[config.mk]
export PLATFORM = sky130hd
export DESIGN_NAME = paf_port_io
export DESIGN_NICKNAME = d
export VERILOG_FILES = /design/src/paf_pkg.sv /design/src/paf_pin_sync.sv /design/src/paf_machine_tick.sv /design/src/paf_port_io.sv
export SDC_FILE = /design/constraint.sdc
export NUM_CORES = 1
export LEC_CHECK = 0
export BUFFER_PORTS_ARGS = -buffer_cell sky130_fd_sc_hd__buf_4
export CAP_MARGIN = 25
export CORE_UTILIZATION = 55
export DETAILED_ROUTE_END_ITERATION = 16
export PLACE_DENSITY_LB_ADDON = 0.15
export SETUP_SLACK_MARGIN = 0.05
export SKIP_CTS_REPAIR_TIMING = 1
export SLEW_MARGIN = 40
export SYNTH_ARGS = -nofsm -noshare
export SYNTH_HDL_FRONTEND = slang
export SYNTH_SLANG_ARGS = --single-unit
[constraint.sdc]
create_clock -name REF_CLK -period 7.15 [get_ports REF_CLK]
set_input_delay 0 -clock REF_CLK [delete_from_list [all_inputs] [get_ports REF_CLK]]
set_output_delay 0 -clock REF_CLK [all_outputs]
set_load 0.02 [all_outputs]
[src/paf_pkg.sv]
/*
  paf_pkg: constants shared by the quasi-bidirectional port block.
  assumes: one reference clock, machine cycle of twelve clocks.
*/
`default_nettype none
package paf_pkg;
  // special function addresses of the port latches
  localparam logic [7:0] PAF_ADDR_PORT_ONE = 8'h90;
  localparam logic [7:0] PAF_ADDR_PORT_THREE = 8'hb0;
  localparam logic [7:0] PAF_ADDR_PORT_FIVE = 8'hd8;
  // reset values: every latch bit high so pins start as inputs
  localparam logic [7:0] PAF_RESET_PORT_ONE = 8'hff;
  localparam logic [7:0] PAF_RESET_PORT_THREE = 8'hff;
  localparam logic [3:0] PAF_RESET_PORT_FIVE = 4'hf;
  // width of the fifth port
  localparam int PAF_PORT_FIVE_WIDTH = 4;
  // machine cycle timing
  localparam int PAF_CLOCK_HZ = 10000000;
  localparam int PAF_CLOCKS_PER_MACHINE = 12;
  // field positions inside the third port
  localparam int PAF_BIT_SERIAL_DATA = 0;
  localparam int PAF_BIT_SERIAL_OUT = 1;
  localparam int PAF_BIT_IRQ_ZERO = 2;
  localparam int PAF_BIT_IRQ_ONE = 3;
  localparam int PAF_BIT_TIMER_ZERO = 4;
  localparam int PAF_BIT_TIMER_ONE = 5;
  localparam int PAF_BIT_WRITE_STROBE = 6;
  localparam int PAF_BIT_READ_STROBE = 7;
  // field positions inside the first port
  localparam int PAF_BIT_T2_COUNT = 0;
  localparam int PAF_BIT_T2_AUX = 1;
  localparam int PAF_BIT_PULSE_LOW = 3;
  // pending write phase type
  typedef enum logic [1:0] {
    PAF_IDLE = 2'b00,
    PAF_HELD = 2'b01,
    PAF_COMMIT = 2'b11
  } paf_commit_type;
endpackage : paf_pkg
`default_nettype wire

[src/paf_pin_sync.sv]
/*
  paf_pin_sync: three-stage sampler for a vector of pin levels.
  assumes: pins are asynchronous to the reference clock.
*/
`default_nettype none
module paf_pin_sync
  import paf_pkg::*;
#(
  parameter int WIDTH = 8
) (
  input wire logic clk,
  input wire logic rst,
  input wire logic [WIDTH-1:0] pin_in,
  output logic [WIDTH-1:0] level
);
  logic [WIDTH-1:0] stage_one; // metastable stage, read only by stage_two
  logic [WIDTH-1:0] stage_two;
  logic [WIDTH-1:0] stage_three;
  logic [WIDTH-1:0] next_level;

  // a bit moves only once stage two and three agree, which filters one-clock glitches
  always_comb begin
    next_level = level;
    for (int i = 0; i < WIDTH; i++) begin
      if (stage_two[i] == stage_three[i]) begin
        next_level[i] = stage_three[i];
      end
    end
  end

  // registers; idle pins read high because of the weak pull-ups
  always_ff @(posedge clk or posedge rst) begin
    if (rst) begin
      stage_one <= '1;
      stage_two <= '1;
      stage_three <= '1;
      level <= '1;
    end else begin
      stage_one <= pin_in;
      stage_two <= stage_one;
      stage_three <= stage_two;
      level <= next_level;
    end
  end
endmodule : paf_pin_sync
`default_nettype wire

[src/paf_machine_tick.sv]
/*
  paf_machine_tick: divider making one pulse per machine cycle.
  assumes: the reference clock is the oscillator.
*/
`default_nettype none
module paf_machine_tick
  import paf_pkg::*;
#(
  parameter int DIVIDE = PAF_CLOCKS_PER_MACHINE
) (
  input wire logic clk,
  input wire logic rst,
  output logic tick
);
  logic [3:0] count; // clocks within the machine cycle
  logic [3:0] next_count;
  logic next_tick;

  // count down, pulse on wrap
  always_comb begin
    if (count == 4'h0) begin
      next_count = 4'(DIVIDE - 1);
      next_tick = 1'b1;
    end else begin
      next_count = count - 4'h1;
      next_tick = 1'b0;
    end
  end

  // registers
  always_ff @(posedge clk or posedge rst) begin
    if (rst) begin
      count <= 4'h0;
      tick <= 1'b0;
    end else begin
      count <= next_count;
      tick <= next_tick;
    end
  end
endmodule : paf_machine_tick
`default_nettype wire

[src/paf_port_io.sv]
/*
  paf_port_io: port latches and alternate-function pin mux for the
  first, third and fifth ports of an 8051-class core.
  assumes: the core presents a special function address with read and
  write strobes, flags read-modify-write reads, and marks the last
  machine cycle of an instruction; peripherals run on the same clock.
*/
`default_nettype none
module paf_port_io
  import paf_pkg::*;
#(
  parameter int FIVE_WIDTH = PAF_PORT_FIVE_WIDTH
) (
  input wire logic REF_CLK,
  input wire logic RST,
  // special function register access from the core
  input wire logic [7:0] SFR_ADDR,
  input wire logic SFR_WR,
  input wire logic [7:0] SFR_WDATA,
  input wire logic SFR_RD,
  input wire logic SFR_RMW,
  input wire logic LAST_CYCLE,
  output logic [7:0] SFR_RDATA,
  output logic SFR_HIT,
  output logic MACHINE_TICK,
  // first port pins
  input wire logic [7:0] PORT_ONE_IN,
  output logic [7:0] PORT_ONE_OUT,
  output logic [7:0] PORT_ONE_OE,
  // third port pins
  input wire logic [7:0] PORT_THREE_IN,
  output logic [7:0] PORT_THREE_OUT,
  output logic [7:0] PORT_THREE_OE,
  // fifth port pins
  input wire logic [FIVE_WIDTH-1:0] PORT_FIVE_IN,
  output logic [FIVE_WIDTH-1:0] PORT_FIVE_OUT,
  output logic [FIVE_WIDTH-1:0] PORT_FIVE_OE,
  // peripheral side, first port
  output logic TIMER_TWO_COUNT_IN,
  output logic TIMER_TWO_AUX_IN,
  input wire logic PULSE_OUT_A,
  input wire logic PULSE_OUT_B,
  input wire logic PULSE_OUT_C,
  input wire logic PULSE_OUT_D,
  input wire logic PULSE_OUT_E,
  // peripheral side, third port
  input wire logic SERIAL_SYNC_MODE,
  input wire logic SERIAL_DATA_OUT,
  input wire logic SERIAL_TX_OR_CLOCK,
  output logic SERIAL_DATA_IN,
  output logic EXT_IRQ_ZERO_IN,
  output logic EXT_IRQ_ONE_IN,
  output logic TIMER_ZERO_GATE_IN,
  output logic TIMER_ONE_GATE_IN,
  output logic TIMER_ZERO_COUNT_IN,
  output logic TIMER_ONE_COUNT_IN,
  input wire logic EXT_MEM_ACTIVE,
  input wire logic EXT_WRITE_STROBE_N,
  input wire logic EXT_READ_STROBE_N
);
  logic [7:0] port_one_latch; // first port latch
  logic [7:0] port_three_latch; // third port latch
  logic [FIVE_WIDTH-1:0] port_five_latch; // fifth port latch
  logic [7:0] next_port_one_latch;
  logic [7:0] next_port_three_latch;
  logic [FIVE_WIDTH-1:0] next_port_five_latch;
  logic [7:0] pend_data; // write waiting for the last machine cycle
  logic [7:0] pend_addr;
  logic [7:0] next_pend_data;
  logic [7:0] next_pend_addr;
  paf_commit_type phase; // pending write state
  paf_commit_type next_phase;
  logic [7:0] one_level; // sampled pin levels
  logic [7:0] three_level;
  logic [FIVE_WIDTH-1:0] five_level;
  logic [7:0] one_alt; // alternate outputs, 1 where idle
  logic [7:0] three_alt;
  logic [7:0] next_rdata;
  logic next_hit;
  logic [7:0] next_one_pull;
  logic [7:0] next_three_pull;
  logic [FIVE_WIDTH-1:0] next_five_pull;
  logic [7:0] one_pull; // pull-down enables, registered
  logic [7:0] three_pull;
  logic [FIVE_WIDTH-1:0] five_pull;
  logic [7:0] next_alt_in; // registered peripheral inputs
  logic [7:0] alt_in;
  logic [1:0] next_t2_in;
  logic [1:0] t2_in;

  // read value of a latch widened to a byte, upper bits zero
  function automatic logic [7:0] paf_widen(input logic [FIVE_WIDTH-1:0] v);
    paf_widen = 8'(v);
  endfunction

  // pin input samplers; three flops swallow short glitches, so a level
  // shorter than two clocks may be missed by the peripherals
  paf_pin_sync #(.WIDTH(8)) u_sync_one (
    .clk(REF_CLK),
    .rst(RST),
    .pin_in(PORT_ONE_IN),
    .level(one_level)
  );
  paf_pin_sync #(.WIDTH(8)) u_sync_three (
    .clk(REF_CLK),
    .rst(RST),
    .pin_in(PORT_THREE_IN),
    .level(three_level)
  );
  paf_pin_sync #(.WIDTH(FIVE_WIDTH)) u_sync_five (
    .clk(REF_CLK),
    .rst(RST),
    .pin_in(PORT_FIVE_IN),
    .level(five_level)
  );

  // machine cycle pulse for the peripherals
  // free-running; not aligned to the core's instruction boundaries
  paf_machine_tick #(.DIVIDE(PAF_CLOCKS_PER_MACHINE)) u_tick (
    .clk(REF_CLK),
    .rst(RST),
    .tick(MACHINE_TICK)
  );

  // alternate outputs; an idle function holds its output high
  // bit 0 needs no receive mux: the input path always reads the sampled pin
  always_comb begin
    one_alt = 8'hff;
    one_alt[PAF_BIT_PULSE_LOW] = PULSE_OUT_A;
    one_alt[PAF_BIT_PULSE_LOW + 1] = PULSE_OUT_B;
    one_alt[PAF_BIT_PULSE_LOW + 2] = PULSE_OUT_C;
    one_alt[PAF_BIT_PULSE_LOW + 3] = PULSE_OUT_D;
    one_alt[PAF_BIT_PULSE_LOW + 4] = PULSE_OUT_E;
    three_alt = 8'hff;
    // data line driven only in synchronous mode
    three_alt[PAF_BIT_SERIAL_DATA] = SERIAL_SYNC_MODE ? SERIAL_DATA_OUT : 1'b1;
    // transmit data or shift clock, same pin either way
    three_alt[PAF_BIT_SERIAL_OUT] = SERIAL_TX_OR_CLOCK;
    // strobes only while the external bus cycle runs
    three_alt[PAF_BIT_WRITE_STROBE] = EXT_MEM_ACTIVE ? EXT_WRITE_STROBE_N : 1'b1;
    three_alt[PAF_BIT_READ_STROBE] = EXT_MEM_ACTIVE ? EXT_READ_STROBE_N : 1'b1;
  end

  // pull-down whenever latch or alternate asks for low
  always_comb begin
    next_one_pull = ~(port_one_latch & one_alt);
    next_three_pull = ~(port_three_latch & three_alt);
    next_five_pull = ~port_five_latch;
  end

  // pending write: a write is held until the instruction's last cycle
  // a second write before that cycle replaces the first, so the latest wins
  always_comb begin
    next_phase = phase;
    next_pend_data = pend_data;
    next_pend_addr = pend_addr;
    next_port_one_latch = port_one_latch;
    next_port_three_latch = port_three_latch;
    next_port_five_latch = port_five_latch;
    case (phase)
      PAF_IDLE, PAF_HELD: begin
        if (SFR_WR && LAST_CYCLE) begin
          // last machine cycle: commit state next, the latch takes the write one clock later
          next_pend_addr = SFR_ADDR;
          next_pend_data = SFR_WDATA;
          next_phase = PAF_COMMIT;
        end else if (SFR_WR) begin
          next_pend_addr = SFR_ADDR;
          next_pend_data = SFR_WDATA;
          next_phase = PAF_HELD;
        end else if (phase == PAF_HELD && LAST_CYCLE) begin
          next_phase = PAF_COMMIT;
        end
      end
      PAF_COMMIT: begin
        // the latch (D flip-flop) takes the value
        case (pend_addr)
          PAF_ADDR_PORT_ONE: next_port_one_latch = pend_data;
          PAF_ADDR_PORT_THREE: next_port_three_latch = pend_data;
          PAF_ADDR_PORT_FIVE: next_port_five_latch = pend_data[FIVE_WIDTH-1:0];
          default: ;
        endcase
        next_phase = SFR_WR ? PAF_HELD : PAF_IDLE;
        if (SFR_WR) begin
          next_pend_addr = SFR_ADDR;
          next_pend_data = SFR_WDATA;
          if (LAST_CYCLE) begin
            next_phase = PAF_COMMIT;
          end
        end
      end
      default: next_phase = PAF_IDLE;
    endcase
  end

  // read path: latch for read-modify-write, pins otherwise
  // read data stands one cycle only, so the core must take it at once
  always_comb begin
    next_rdata = 8'h00;
    next_hit = 1'b0;
    if (SFR_RD) begin
      case (SFR_ADDR)
        PAF_ADDR_PORT_ONE: begin
          next_hit = 1'b1;
          next_rdata = SFR_RMW ? port_one_latch : one_level;
        end
        PAF_ADDR_PORT_THREE: begin
          next_hit = 1'b1;
          next_rdata = SFR_RMW ? port_three_latch : three_level;
        end
        PAF_ADDR_PORT_FIVE: begin
          next_hit = 1'b1;
          // upper four bits unused, read as zero
          next_rdata = SFR_RMW ? paf_widen(port_five_latch) : paf_widen(five_level);
        end
        default: next_hit = 1'b0;
      endcase
    end
  end

  // peripheral inputs come from the sampled pin, so a pin held low by its
  // own latch also reads low here; software must keep the latch high
  always_comb begin
    next_t2_in[0] = one_level[PAF_BIT_T2_COUNT];
    next_t2_in[1] = one_level[PAF_BIT_T2_AUX];
    next_alt_in = three_level;
  end

  // all state registers; reset releases every pin to its pull-up
  always_ff @(posedge REF_CLK or posedge RST) begin
    if (RST) begin
      port_one_latch <= PAF_RESET_PORT_ONE;
      port_three_latch <= PAF_RESET_PORT_THREE;
      port_five_latch <= PAF_RESET_PORT_FIVE[FIVE_WIDTH-1:0];
      phase <= PAF_IDLE;
      pend_data <= 8'h00;
      pend_addr <= 8'h00;
      SFR_RDATA <= 8'h00;
      SFR_HIT <= 1'b0;
      one_pull <= 8'h00;
      three_pull <= 8'h00;
      five_pull <= '0;
      alt_in <= 8'hff;
      t2_in <= 2'h3;
    end else begin
      port_one_latch <= next_port_one_latch;
      port_three_latch <= next_port_three_latch;
      port_five_latch <= next_port_five_latch;
      phase <= next_phase;
      pend_data <= next_pend_data;
      pend_addr <= next_pend_addr;
      SFR_RDATA <= next_rdata;
      SFR_HIT <= next_hit;
      one_pull <= next_one_pull;
      three_pull <= next_three_pull;
      five_pull <= next_five_pull;
      alt_in <= next_alt_in;
      t2_in <= next_t2_in;
    end
  end

  // pin drive: only ever low; high comes from the pull-up outside
  // out stays low and only oe moves, which keeps the pad quasi-bidirectional
  always_comb begin
    PORT_ONE_OUT = 8'h00;
    PORT_ONE_OE = one_pull;
    PORT_THREE_OUT = 8'h00;
    PORT_THREE_OE = three_pull;
    PORT_FIVE_OUT = '0;
    PORT_FIVE_OE = five_pull;
  end

  // peripheral input fan-out
  // gate and interrupt share a pin, so both see the same sampled level
  always_comb begin
    TIMER_TWO_COUNT_IN = t2_in[0];
    TIMER_TWO_AUX_IN = t2_in[1];
    SERIAL_DATA_IN = alt_in[PAF_BIT_SERIAL_DATA];
    EXT_IRQ_ZERO_IN = alt_in[PAF_BIT_IRQ_ZERO];
    EXT_IRQ_ONE_IN = alt_in[PAF_BIT_IRQ_ONE];
    TIMER_ZERO_GATE_IN = alt_in[PAF_BIT_IRQ_ZERO];
    TIMER_ONE_GATE_IN = alt_in[PAF_BIT_IRQ_ONE];
    TIMER_ZERO_COUNT_IN = alt_in[PAF_BIT_TIMER_ZERO];
    TIMER_ONE_COUNT_IN = alt_in[PAF_BIT_TIMER_ONE];
  end
endmodule : paf_port_io
`default_nettype wire

Word-level counts from Yosys, hierarchy flattened --
Cells that the tools add are included.
Storage, ports and cells: register bits after elaboration 160, input bits 53, output and inout port bits 59, word-level logic and storage cells 114
Cells by class: add/sub/neg operators 1, equality and inequality tests 29, muxes and demuxes 25, bitwise gates (word level) 5, reductions and logical operators 10
Operator list (count):
- 2-to-1 mux 8 bit | 7
- == test 8 bit, second input constant | 6
- one-hot mux 8 bit (2 select lines) | 2
- one-hot mux 8 bit (3 select lines) | 1
- == test 1 bit | 20
- bitwise AND 8 bit | 2
- inverter 8 bit | 2
- 2-to-1 mux 2 bit | 5
- 2-to-1 mux 4 bit | 2
- 2-to-1 mux 1 bit | 7
- AND reduction 2 bit | 3
- logical NOT 4 bit | 1
- != test 4 bit, second input constant | 1
- inverter 4 bit | 1
- one-hot mux 2 bit (2 select lines) | 1
- subtractor 4 x 1 -> 4 bit, second input constant | 1
- OR reduction 3 bit | 1
- == test 2 x 1 -> 1 bit, second input constant | 1
- == test 2 bit, second input constant | 1
- logical AND 1 bit | 2
- logical NOT 2 bit | 1
- nonzero test 2 bit | 1
- OR reduction 2 bit | 1

Logic depth before layout (Yosys ltp) --
depth after elaboration 6, depth in mapped cells 5, mapped depth without buffers 5

Cells and area by module --
A second synthesis with hierarchy kept.
Second synthesis, totals: cells, all modules 335, area total of the unflattened synthesis 5667.9 um2
Modules (own cells, without submodules):
- paf_port_io | times used 1, cells an instance 213, area an instance 3114.2 um2, seq. area each 1885.6 um2
- paf_pin_sync (u_sync_one ...) | times used 2, cells an instance 41, area an instance 934.6 um2, seq. area each 840.8 um2
- paf_pin_sync (u_sync_five) | times used 1, cells an instance 21, area an instance 469.2 um2, seq. area each 420.4 um2
- paf_machine_tick | times used 1, cells an instance 19, area an instance 215.2 um2, seq. area each 125.1 um2

Worst setup path before layout --
OpenSTA, ideal clock, no wires.
kind register to register, start point reg (tool-made name), end point reg port_five_latch[0], library setup time 0.082 ns, data arrival time 1.354 ns, required time 7.068 ns, setup slack 5.714 ns, stages on the path, launching flop included 4, buffers on the path 0, period minus slack after synthesis 1.436 ns, cell sequence dfrtp_1 > nor4b_4 > and4bb_2 > mux2_2
RTL lines:
- end signal: assignment | line paf_port_io.sv:234 | port_five_latch <= PAF_RESET_PORT_FIVE[FIVE_WIDTH-1:0];
- end signal: assignment | line paf_port_io.sv:248 | port_five_latch <= next_port_five_latch;
- end: declaration | line paf_port_io.sv:63 | logic [FIVE_WIDTH-1:0] port_five_latch;

==> flow_summary_export.csv <==
group,metric,value,unit
run_status,status,"finished with violations",
run_status,violations,"negative hold slack",
routing,ant_nets,0,
global_routing,grt_pass1_vias,2889,
logic_synthesis,synthArstFlopShare,100.0,%
logic_synthesis,syn-cell-area,5567,um^2
power,total_power,2.033,mW
sta,drv_slew,0,
place,placed_cell_area,6317,um^2
power,ir_drop,0.1874,mV
layout,layout.nets,542,
logic_synthesis,ys.flop_type,"dfstp_2",
layout,n_antenna_cell,0,
sta,tightest_slew,0.8102,ns
sta,rsz0062_at_grt,"false",
logic_synthesis,synth_top_family_by_area,"multiplexers",
worst_setup_path,worstPathArrival,2.12,ns
clock_network,htreeDepth,4,
clock_network,cts_tree,"built",
worst_setup_path,crit_fanout,8,
sta,hold_viol,2,
layout,drive_gt1_share,56.80,%
sta,finalSetupTns,0,ns
logic_synthesis,synth_xor_area_share,0,%
die,initial_core_util,56.95,%
sta,slew_headroom,45.98,%
sta,fin_crit_sh,23.42,%
worst_setup_path,path_cells,"nor4b_4 -> nand4b_2 -> mux2_2",
global_routing,grt_pass1_wl,14630,um
die,boundaryPins,112,
routing,vias,3017,
global_routing,grt_max_degree,108,
logic_synthesis,synth_edf_count,0,
global_routing,use_met2,29.44,%
place,placed_cells,549,
global_routing,grt_busiest_layer,"met2",
clock_network,clock_latency,0.53,ns
logic_synthesis,ys_ff_latch,159,
sta,setup_viol,0,
die,placementRows,36,
sta,max_freq,597.3,MHz
logic_synthesis,synth-simple-area-share,3.709,%
clock_network,path_clk_slew,0.06,ns
routing,wire_per_inst,15.48,um
worst_setup_path,cpPeakStageDelay,0.41,ns
die,die_area,10530,um^2
logic_synthesis,muxShareOfSynthArea,11.33,%
flow_run,drv_cap,0,
global_routing,use_met1,25.94,%
routing,first_pass_iters,4,
worst_setup_path,critPathKind,"reg2reg",
worst_setup_path,required,7.60,ns
place,hpwl,6040,um
die,die_w,102.6,um
routing,drcViolationCount,0,
worst_setup_path,cp_top_family,"simple AND/OR/NAND/NOR gates",
hold_path,hold_class,"in2reg",
die,die_y,102.6,um
clock_network,numCtsBuffers,17,
logic_synthesis,synth_area_per_cell,16.82,um^2
logic_synthesis,synth_adder_area_share,4.226,%
routing,wirelength,9802,um
layout,syn_to_final_growth,32.73,%
worst_setup_path,crit_buf_inv,0,
global_routing,grt_use_met3,5.559,%
sta,final.min_clock_period,1.674,ns
clock_network,cts.sinks,159,
worst_setup_path,cpMaxStageDelayCell,"nand4b_2",
place,place.port_buffers,91,
sta,fin_ws,5.476,ns
logic_synthesis,synth_cells,331,
power,powerDensity,275.2,nW/um^2
layout,fillerInstances,594,
layout,fin_area,7388,um^2
clock_network,clk_path_buf_depth,2,
layout,stdcell_count,633,
worst_setup_path,cp-start-kind,"flop",
global_routing,antenna_found_initial,0,
logic_synthesis,ys_warn_count,0,
power,leakagePower,3.154,nW
logic_synthesis,yosysSeqAreaShare,73.88,%
global_routing,grt_overflow,0,
worst_setup_path,end_kind,"flop",
global_routing,grt_usage,19.72,%
sta,fin_skew,0.008010,ns
layout,final_util,75.59,%
place,pre_cts_ws,5.482,ns
routing,viasPerCell,4.766,
die,core,9774,um^2
logic_synthesis,ys_types,31,
logic_synthesis,synth_compound_area_share,2.113,%
place,routabilityCongestion,0.7118,
routing,first_iter_violations,52,
sta,hold_ws,-0.01000,ns
clock_network,ctsRootBufferMaster,"clkbuf_8",
## worst register-to-register path, delay by kind of cell, from the launching register on
| family | cells | cell delay [ns] |
|---|---|---|
| multiplexers | 1 | 0.41 |
| AND/OR/NAND/NOR | 2 | 0.78 |
| flip-flops | 1 | 0.40 |
## layer usage
metal | part of all wire, % | wire, um
met5 | 0 | 0
met4 | 2.0 | 199
met3 | 4.0 | 392
met2 | 49 | 4814
met1 | 45 | 4397
## sequential cells by signal, summed over array words and instances (netlist names), 5 cells and up, named ones only
| name | count |
|---|---|
| PORT_ONE_OE | 8 |
| PORT_THREE_OE | 8 |
| SFR_RDATA | 8 |
| alt_in | 5 |
| port_one_latch | 8 |
| port_three_latch | 8 |
| u_sync_one.level | 8 |
| u_sync_one.stage_one | 8 |
| u_sync_one.stage_three | 8 |
| u_sync_one.stage_two | 8 |
| u_sync_three.level | 8 |
| u_sync_three.stage_one | 8 |
| u_sync_three.stage_three | 8 |
| u_sync_three.stage_two | 8 |
## worst paths after layout
check                                     startpoint                        end  slack (ns)  cells past startpoint
min in group asynchronous                        RST           PORT_THREE_OE[6]        0.15                      3
max in group asynchronous                        RST            PORT_FIVE_OE[2]        5.86                      4
min                                           SFR_RD               SFR_RDATA[0]       -0.01                      4
max reg2reg                                     flop          port_one_latch[4]        5.48                      3
max                                             flop          port_one_latch[4]        5.48                      3
min reg2reg                u_sync_three.stage_one[6]  u_sync_three.stage_two[6]        0.35                      0
## layout by cell type, fill, tap and decap left out, types with 2 or more instances in the layout
cell and count:
dfstp_2 107, buf_4 92, dfrtp_1 52, dlygate4sd3_1 52, mux2_2 48, maj3_1 21, conb_1 20, inv_1 19
clkbuf_16 16, nand2_1 10, clkinv_2 6, nor2b_1 5, a21oi_1 5, o21ai_0 5, clkbuf_1 5, nand3_1 4
mux4_2 4, a32oi_1 4, nor2_1 3, clkbuf_8 3, ha_1 2, bufinv_16 2
## logic make-up after synthesis
logic type	after synthesis
adder cells (fa/ha/maj)	23
AND/OR/NAND/NOR	32
other	1
buffers and inverters	46
multiplexers	52
flip-flops	159
AO/OA/AOI/OAI	18
## area by class of cell
type / count / area (um^2) / area share (%)
Sequential cell: 159 / 4113 / 55.66
Inverter: 20 / 82.58 / 1.118
Multi-Input combinational cell: 145 / 1265 / 17.12
Timing Repair Buffer: 144 / 1211 / 16.39
Clock inverter: 8 / 90.09 / 1.219
Clock buffer: 24 / 460.4 / 6.232
Tap cell: 133 / 166.4 / 2.252
## cells in the mapped netlist, drive strengths merged, types with 2 or more instances
library cell / count / share of area, %
dfstp: 107 / 51
dfrtp: 52 / 23
mux2: 48 / 9.7
buf: 26 / 3.3
maj3: 21 / 3.8
inv: 20 / 1.3
nand2: 10 / 0.67
o21ai: 6 / 0.61
a21oi: 5 / 0.45
nor2b: 5 / 0.56
a32oi: 4 / 0.63
mux4: 4 / 1.6
nand3: 4 / 0.36
nor2: 3 / 0.20
ha: 2 / 0.45
## power breakdown
part	total (mW)	internal [mW]	leakage [nW]	switching, mW
logic	0.172	0.0929	1.19	0.0790
clock network	0.832	0.511	0.276	0.321
registers	1.03	0.992	1.68	0.0373
(Power assumes the default switching activity.)
